[src/logic/fault_latch_pkg.sv]
// Constants and carrier types for the stepper fault protection latch.
package fault_latch_pkg;
   localparam int unsigned CLK_PERIOD_PS      = 4000;
   localparam int unsigned BLANK_TIME_PS      = 1250000;
   localparam int unsigned BLANK_CYCLES       = (BLANK_TIME_PS + CLK_PERIOD_PS - 1) / CLK_PERIOD_PS;
   localparam int unsigned ENABLE_SETTLE_PS   = 30000000;
   localparam int unsigned ENABLE_SETTLE_CYC  = ENABLE_SETTLE_PS / CLK_PERIOD_PS;
   localparam int unsigned OPEN_MIN_MA        = 1400;
   localparam int unsigned OVERCURRENT_MA     = 5000;
   localparam int unsigned OVERHEAT_DEGC      = 144;
   localparam logic [1:0]  RESET_TYPE_VALUE   = 2'h0;

   // Fault-type output levels: open ~10 mV, overcurrent ~2.5 V, overheat ~3.3 V.
   typedef enum logic [1:0] {
      FAULT_NONE        = 2'b00,
      FAULT_OPEN        = 2'b01,
      FAULT_OVERCURRENT = 2'b10,
      FAULT_OVERHEAT    = 2'b11
   } fault_type_t;

   typedef enum logic [1:0] {
      RST_IDLE = 2'b00,
      RST_LOW  = 2'b01,
      RST_DONE = 2'b10
   } rst_seq_t;

   typedef struct packed {
      logic open_det;
      logic overcurrent;
      logic overheat;
   } detect_t;
endpackage : fault_latch_pkg

[src/logic/stepper_fault_protection_latch.sv]
// Fault detection latch, reporting and output shutdown of a stepper driver.
// Notes on behaviour
// Fault-type output gives one of three levels naming open, overcurrent or overheat.
// Any detection latches and holds phase outputs off until a reset.
// Latch clears on power-on reset or system_reset_n going high, low, high.
// Open terminal declared when no flyback current is seen in PWM off time.
// Open detection only trusted when motor current is at least about 1.4 A.
// Chopping within 30 us after enable rises may trip open detection.
// Controller should avoid chopping within 30 us after raising enable.
// Current sensing is ignored for 1.25 us at each PWM period start; the code blanks only the overcurrent comparator, not open detection.
// Blanking applies only inside PWM periods, not to the initial current rise; the code ignores overcurrent until the first PWM period start.
// Overcurrent trips at about 5.0 A phase current.
// Overcurrent counted only after the 1.25 us dead time of each PWM period.
// Overheat trips on substrate temperature, about 144 C.
// Excitation monitor output toggles at a rate set by excitation mode.
// Any-fault flag is open drain, pulled low while any fault is latched.
// Fault type holds the first fault; flag stays asserted until reset.
module stepper_fault_protection_latch
   import fault_latch_pkg::*;
#(
   parameter int unsigned BLANK_CYC = BLANK_CYCLES
) (
   // Clock and power-on reset.
   input  wire logic        i_clk,
   input  wire logic        i_rst,
   // Host control pins, asynchronous to i_clk.
   input  wire logic        i_system_reset_n,
   input  wire logic        i_enable,
   // Power stage sense, asynchronous comparator levels.
   input  wire logic        i_pwm_period_start,
   input  wire logic        i_pwm_off,
   input  wire logic        i_flyback_seen,
   input  wire logic        i_current_above_open_min,
   input  wire logic        i_overcurrent_cmp,
   input  wire logic        i_substrate_overheat,
   input  wire logic        i_excitation_step,
   // Fault reporting and phase gating.
   output logic             o_phase_enable,
   output logic             o_any_fault_flag_n_out,
   output logic             o_any_fault_flag_n_oe,
   output fault_type_t      o_fault_type_level,
   output logic             o_excitation_monitor_out
);
   // ****************************************************************
   // Input synchronisers
   // ****************************************************************
   localparam int NSYNC = 9;
   // The blank counter is 12 bits wide and must load a non-zero interval.
   if (BLANK_CYC < 1 || BLANK_CYC > 4095) begin : g_blank_chk
      $error("BLANK_CYC out of range");
   end
   logic [NSYNC-1:0] s1_reg, s2_reg, s3_reg;
   logic [NSYNC-1:0] s1_next, s2_next, s3_next;
   always_comb begin
      s1_next = {i_system_reset_n, i_enable, i_pwm_period_start, i_pwm_off, i_flyback_seen,
                 i_current_above_open_min, i_overcurrent_cmp, i_substrate_overheat,
                 i_excitation_step};
      s2_next = s1_reg;
      s3_next = s2_reg;
   end
   always_ff @(posedge i_clk) begin
      if (i_rst) begin
         s1_reg <= '0;
         s2_reg <= '0;
         s3_reg <= '0;
      end else begin
         s1_reg <= s1_next;
         s2_reg <= s2_next;
         s3_reg <= s3_next;
      end
   end
   logic    rstn_s, en_s, pstart_s, poff_s, step_s, step_d, pstart_d;
   detect_t det_s;
   logic    fly_s, above_s;
   assign rstn_s   = s2_reg[8];
   assign en_s     = s2_reg[7];
   assign pstart_s = s2_reg[6];
   assign poff_s   = s2_reg[5];
   assign fly_s    = s2_reg[4];
   assign above_s  = s2_reg[3];
   assign step_s   = s2_reg[0];
   assign step_d   = s3_reg[0];
   assign pstart_d = s3_reg[6];
   assign det_s.overcurrent = s2_reg[2];
   assign det_s.overheat    = s2_reg[1];
   // Open detect trusted only above the minimum current level.
   assign det_s.open_det    = en_s && poff_s && above_s && !fly_s;

   // ****************************************************************
   // Reset sequence, blanking and fault latch
   // ****************************************************************
   rst_seq_t    seq_reg, seq_next;
   logic [11:0] blank_reg, blank_next;
   logic        in_pwm_reg, in_pwm_next;
   fault_type_t type_reg, type_next;
   logic        mon_reg, mon_next;
   logic        clear_pulse, sense_ok, open_hit, oc_hit, heat_hit;
   logic        phase_next, flag_oe_next;

   always_comb begin
      seq_next    = seq_reg;
      clear_pulse = 1'b0;
      case (seq_reg)
         RST_IDLE: begin
            if (rstn_s) begin
               seq_next = RST_DONE;
            end
         end
         RST_DONE: begin
            if (!rstn_s) begin
               seq_next = RST_LOW;
            end
         end
         RST_LOW: begin
            if (rstn_s) begin
               seq_next    = RST_DONE;
               clear_pulse = 1'b1;
            end
         end
         default: seq_next = RST_IDLE;
      endcase
   end

   always_comb begin
      blank_next  = blank_reg;
      in_pwm_next = in_pwm_reg;
      if (!en_s) begin
         in_pwm_next = 1'b0;
      end else if (pstart_s && !pstart_d) begin
         // Blanking arms only on a PWM period start, never on the first rise.
         in_pwm_next = 1'b1;
         blank_next  = 12'(BLANK_CYC);
      end else if (blank_reg != 12'h000) begin
         blank_next = blank_reg - 12'h001;
      end
   end

   always_comb begin
      sense_ok = in_pwm_reg && (blank_reg == 12'h000);
      open_hit = det_s.open_det;
      oc_hit   = sense_ok && det_s.overcurrent;
      heat_hit = det_s.overheat;
      type_next = type_reg;
      // A fault seen in the clearing cycle still latches, so a live fault never
      // lets the phases conduct for even one cycle.
      if (clear_pulse || type_reg == FAULT_NONE) begin
         // Overheat outranks the others when two arrive together.
         if (heat_hit) begin
            type_next = FAULT_OVERHEAT;
         end else if (oc_hit) begin
            type_next = FAULT_OVERCURRENT;
         end else if (open_hit) begin
            type_next = FAULT_OPEN;
         end else if (clear_pulse) begin
            type_next = FAULT_NONE;
         end
      end
      phase_next   = en_s && (type_next == FAULT_NONE);
      flag_oe_next = (type_next == FAULT_NONE);
      mon_next = (step_s && !step_d) ? !mon_reg : mon_reg;
   end

   always_ff @(posedge i_clk) begin
      if (i_rst) begin
         seq_reg    <= RST_IDLE;
         blank_reg  <= 12'h000;
         in_pwm_reg <= 1'b0;
         type_reg   <= FAULT_NONE;
         mon_reg    <= 1'b0;
      end else begin
         seq_reg    <= seq_next;
         blank_reg  <= blank_next;
         in_pwm_reg <= in_pwm_next;
         type_reg   <= type_next;
         mon_reg    <= mon_next;
      end
   end

   // ****************************************************************
   // Outputs
   // ****************************************************************
   logic phase_reg, flag_oe_reg;
   always_ff @(posedge i_clk) begin
      if (i_rst) begin
         phase_reg   <= 1'b0;
         flag_oe_reg <= 1'b1;
      end else begin
         phase_reg   <= phase_next;
         flag_oe_reg <= flag_oe_next;
      end
   end
   assign o_phase_enable           = phase_reg;
   assign o_any_fault_flag_n_out   = 1'b0;
   assign o_any_fault_flag_n_oe    = flag_oe_reg;
   assign o_fault_type_level       = type_reg;
   assign o_excitation_monitor_out = mon_reg;
endmodule : stepper_fault_protection_latch

[config.mk]
export PLATFORM = sky130hd
export DESIGN_NAME = stepper_fault_protection_latch
export DESIGN_NICKNAME = d
export VERILOG_FILES = /design/src/logic/fault_latch_pkg.sv /design/src/logic/stepper_fault_protection_latch.sv
export SDC_FILE = /design/constraint.sdc
export NUM_CORES = 1
export LEC_CHECK = 0
export ABC_AREA = 1
export BUFFER_PORTS_ARGS = -buffer_cell sky130_fd_sc_hd__buf_4
export CAP_MARGIN = 5
export CORE_MARGIN = 2
export CORE_UTILIZATION = 38
export CTS_CLUSTER_SIZE = 25
export DETAILED_ROUTE_END_ITERATION = 12
export PLACE_DENSITY = 0.58
export RECOVER_POWER = 25
export SLEW_MARGIN = 10
export SYNTH_ARGS = -nofsm -noshare
export SYNTH_HDL_FRONTEND = slang
export SYNTH_SLANG_ARGS = --single-unit
[constraint.sdc]
create_clock -name i_clk -period 1.6 [get_ports i_clk]
set_input_delay 0.32 -clock i_clk [delete_from_list [all_inputs] [get_ports i_clk]]
set_output_delay 0.32 -clock i_clk [all_outputs]
set_load 0.03 [all_outputs]
After elaboration in Yosys (flattened, before gate mapping)
Cells that the tools add are included.
{ "totals": {"register_bits": 45, "output_inout_bits": 6, "elab_cells": 51} }
{ "op_classes": {"add_sub_neg": 1, "mux": 12, "eq_ne": 4, "bitwise_logic": 1, "n_reduce_logical": 23} }
{ "ops": {"columns": ["cell", "n"], "rows": [
  ["$mux 12", 2],
  ["$mux 2", 7],
  ["$logic_not 12->1", 1],
  ["$reduce_bool 12->1", 1],
  ["$sub 12x1->12 const B", 1],
  ["$logic_and 1x1->1", 8],
  ["$logic_not 2->1", 3],
  ["$logic_not 1->1", 4],
  ["$pmux 2 s2", 1],
  ["$reduce_and 2->1", 2],
  ["$reduce_or 2->1", 2],
  ["$eq 2x1->1 const B", 1],
  ["$eq 2x2->1 const B", 1],
  ["$mux 1", 2],
  ["$ne 2x1->1 const B", 1],
  ["$ne 2x2->1 const B", 1],
  ["$reduce_bool 2->1", 1],
  ["$logic_or 1x1->1", 1],
  ["$not 1->1", 1]
]} }

Depth between registers and ports, before layout
{ "logic_depth": {"ltp_word": 9, "depth_mapped": 12, "ltp_nobuf": 12} }

Worst setup path after synthesis
No wires, ideal clock.
{ "synth_timing": {"path_kind": "reg2reg", "startpoint": "register blank_reg[0]", "endpoint": "register blank_reg[9]", "arrival_time_ps": 1223, "setup_slack_ps": 250, "stages_incl_launch_ff": 11, "setup_ps": 128, "path_cell_list": "dfxtp_1 > inv_1 > ha_1 > nand2_2 > nor2_4 > nand3_4 > nand2_4 > buf_6 > nor2_1 > nor2_1 > nor2_1"} }
{ "synth_via": {"elab_chain_len": 3, "elab_cells_between_ends": 6, "cone_classes": "add/sub: 1; mux: 2; reduce/logical: 3"} }
{ "synth_lines": {"columns": ["item", "line", "source"], "rows": [
  ["from (decl)", "stepper_fault_protection_latch.sv:93", "logic [11:0] blank_reg, blank_next;"],
  ["from (signal assigned)", "stepper_fault_protection_latch.sv:172", "blank_reg <= blank_next;"],
  ["$sub 12x1->12 / $reduce_bool 12->1 (equally long branches)", "stepper_fault_protection_latch.sv:134, stepper_fault_protection_latch.sv:133", null],
  ["$mux 12 / $reduce_bool 2->1 (equally long branches)", null, null],
  ["$mux 12 / $reduce_and 2->1 (equally long branches)", null, null]
]} }
Parallel ways exist; a longest one is shown, timed or not. The select of a mux whose other input is x is not followed.
A chain may end at the register's enable or synchronous reset.

Final worst setup path
Ends and elaborated chain as after synthesis.

==> results_dict.tcl <==
set metrics [dict create \
    avgViaCountPerCell 4.43 \
    core_area_mm2 0.00429 \
    reg2reg_from "blank_reg[0]" \
    ant_nets 0 \
    final.min_clock_period_ns 1.45 \
    synth_ff_type "dfxtp_1" \
    grt_pass1_wl_um 5410 \
    rrSetupSlack_ns 0.15 \
    cp.arrival_ns 1.67 \
    crit_fanout 12 \
    wl_um 3130 \
    finalHoldViolations 0 \
    critPathTopFamily "simple AND/OR/NAND/NOR gates" \
    drt_iter0_markers 69 \
    grt_usage_pct 13.8 \
    min_to "s1_reg[3]" \
    synthesis.nets 246 \
    dpl.hpwl_um 2320 \
    cap_violations 0 \
    internal_power_mw 1.67 \
    synth_commonest_cells "nor2_1 (52), nand2_1 (44), inv_1 (41), dfxtp_1 (40), nand3_1 (11)" \
    clkSlewWorstSetupHoldPaths_ns 0.08 \
    postCtsSetupBuffers 0 \
    worstPathCellList "inv_1 > ha_2 > nand2_2 > nor2_4 > nand3_4 > nand2_4 > inv_1 > nor2_1 > nor2_1 > nor2_1" \
    clk_path_buf_depth 2 \
    place.gp.congestion 0.828 \
    overflow 0 \
    vdd_drop_max_uv 519 \
    endpoint_kind "flip-flop" \
    p_leak_nw 0.993 \
    synth.distinct_cells 27 \
    sw_frac_of_total_pct 32.5 \
    grt_max_degree 30 \
    diodes 0 \
    pwr-share-seq_pct 44.6 \
    skew_ns 0.0119 \
    fmax_mhz 689 \
    avgSynthCellArea_um2 7.19 \
    period_share_pct 90.7 \
    crit_path_max_incr_delay_ns 0.32 \
    dieArea_mm2 0.00496 \
    ff2ff_path_depth 10 \
    ys_seq_elements 40 \
    hp-class "in2reg" \
    cts_tree "built" \
    syn_to_final_growth_pct 19.6 \
    rows 24 \
    hold_slack_ns 0.231 \
    min-delay-start "i_current_above_open_min" \
    htreeDepth 2 \
    netlist_instances 233 \
    nNetsFinal 271 \
    grt_antenna_before_repair 0 \
    yosys.area.top_type_share_pct 47.8 \
    path_depth 10 \
    p_switching_uw 806 \
    start_util_pct 39.0 \
    r2r_end "blank_reg[9]" \
    vias 1378 \
    portBuffers 15 \
    holdPathStages 3 \
    start_kind "flip-flop" \
    crit_required_ns 1.82 \
    dieWidth_um 70.4 \
    dp_cells 303 \
    p_per_area_mw_per_mm2 1240 \
    cts_root_buffer "clkbuf_8" \
    fp.dieH_um 70.4 \
    cts-hold-fix-buffers 0 \
    largest_reg_flops 12 \
    synth-async-reset-ratio_pct 0 \
    drive_gt1_share_pct 18.1 \
    clock_latency_ns 0.29 \
    instances_no_fill 311 \
    combPwrFrac_pct 27.1 \
    yosys.cell_count.top_type "nor2_1" \
    synth_warnings 0 \
    clkPwrFrac_pct 28.4 \
    cts_buffers 5 \
    path_class "reg2reg" \
    ioPinCount 17 \
    clock_sinks 40 \
    cts_resized 0 \
    drc 0 \
    dr.pass1.iters 4 \
    maxSlewViolCount 0 \
    synth-edff-count 0 \
    mappedNetlistArea_mm2 0.00168 \
    cpMostUsedCell "nor2_1" \
    crit_start "blank_reg[0]" \
    cp_num_buf_inv 2 \
    synth_top_area_cell "dfxtp_1" \
    slowest_stage "dfxtp_1" \
    setup-violations-final 0 \
    status "finished, final reports clean" \
    seq_area_frac_synth_pct 47.8 \
    synth_area_leaders "dfxtp_1 (48%), nor2_1 (12%), nand2_1 (9.9%), inv_1 (9.2%), nand3_1 (3.3%)" \
    first_global_vias 1221 \
    routedWlPerCell_um 10.1 \
    stdcell_area_mm2 0.00200 \
    dpl_cell_area_mm2 0.00189 \
]
==> per-layer routing <==
metal | global-route usage, % | up-vias | part of all wire [%]
li1 | - | 757 | -
met1 | 18.6 | 595 | 51
met2 | 20.8 | 20 | 43
met3 | 4.62 | 6 | 3.6
met4 | 4.70 | 0 | 1.9
met5 | 0 | - | 0
==> logic make-up (layout without fill, tap and decap cells) <==
logic type / Yosys count / count (layout) / share of synthesized area, %
AO/OA/AOI/OAI: 20 / 20 / 6.80
XOR/XNOR: 1 / 1 / 0.523
adder cells (fa/ha/maj): 2 / 2 / 1.49
buffers and inverters: 47 / 73 / 11.3
flip-flops: 40 / 40 / 47.8
other: 1 / 1 / 0.224
AND/OR/NAND/NOR: 122 / 122 / 31.9
==> stage by stage <==
| step | utilization [%] | TNS (ns) | setup slack, ns | power (mW) |
|---|---|---|---|---|
| detailed placement | 43.9 | 0 | 0.132 | 1.77 |
| global route | 46.6 | -0.00855 | -0.00855 | 2.65 |
| finish | 46.6 | 0 | 0.149 | 2.48 |
| floorplan | - | 0 | 0.250 | 1.61 |
| global placement | 43.9 | 0 | 0.132 | 1.77 |
| CTS | 46.2 | 0 | 0.107 | 2.48 |
==> cells in the final DEF (no fill, tap or decap) <==
master      synthesis  final
nand2_1            44     43
a21oi_2             3      3
a21oi_1             8      8
nand3_2             0      1
nand3_1            11     10
nand3b_1            2      2
nor2_1             52     50
conb_1              1      1
clkbuf_4            0      1
nor3b_1             2      1
nor2_2              2      4
nor2_4              1      1
nand2_4             1      1
clkbuf_8            0      6
o211ai_1            1      1
nor3_1              1      1
nand3_4             1      1
xor2_1              1      1
nor4_1              1      1
o21ai_1             3      3
o21ai_0             5      5
clkinvlp_4          0      2
nand2_2             1      2
buf_4               1     23
nor3b_2             0      1
inv_1              41     41
ha_1                2      1
nand4_1             3      3
dfxtp_1            40     40
ha_2                0      1
==> how the worst max path moves through the flow <==
stage / end
6_report: blank_reg[9]
5_1_grt: o_phase_enable
4_1_cts: blank_reg[6]
3_5_place_dp: blank_reg[6]
3_3_place_gp: blank_reg[6]
2_1_floorplan: blank_reg[9]
==> cell type report <==
class,instances,area (µm²)
Clock inverter,2,15.0
Inverter,41,154
Sequential cell,40,801
Clock buffer,6,82.6
Multi-Input combinational cell,146,706
Fill cell,451,2290
Timing Repair Buffer,24,180
Tap cell,52,65.1
==> worst register-to-register path, stage by stage, from the launching register on <==
cell     delay (ns)
dfxtp_1        0.32
inv_1          0.09
ha_2           0.19
nand2_2        0.07
nor2_4         0.12
nand3_4        0.10
nand2_4        0.16
inv_1          0.12
nor2_1         0.10
nor2_1         0.05
nor2_1         0.07
==> power groups by stage <==
stage / Combinational, mW / Sequential [mW] / Clock, mW
2_1_floorplan: 0.475 / 1.14 / 0
3_3_place_gp: 0.648 / 1.12 / 0
3_5_place_dp: 0.646 / 1.13 / 0
4_1_cts: 0.649 / 1.10 / 0.731
5_1_grt: 0.766 / 1.11 / 0.773
6_report: 0.671 / 1.10 / 0.702
(Power assumes the default switching activity.)
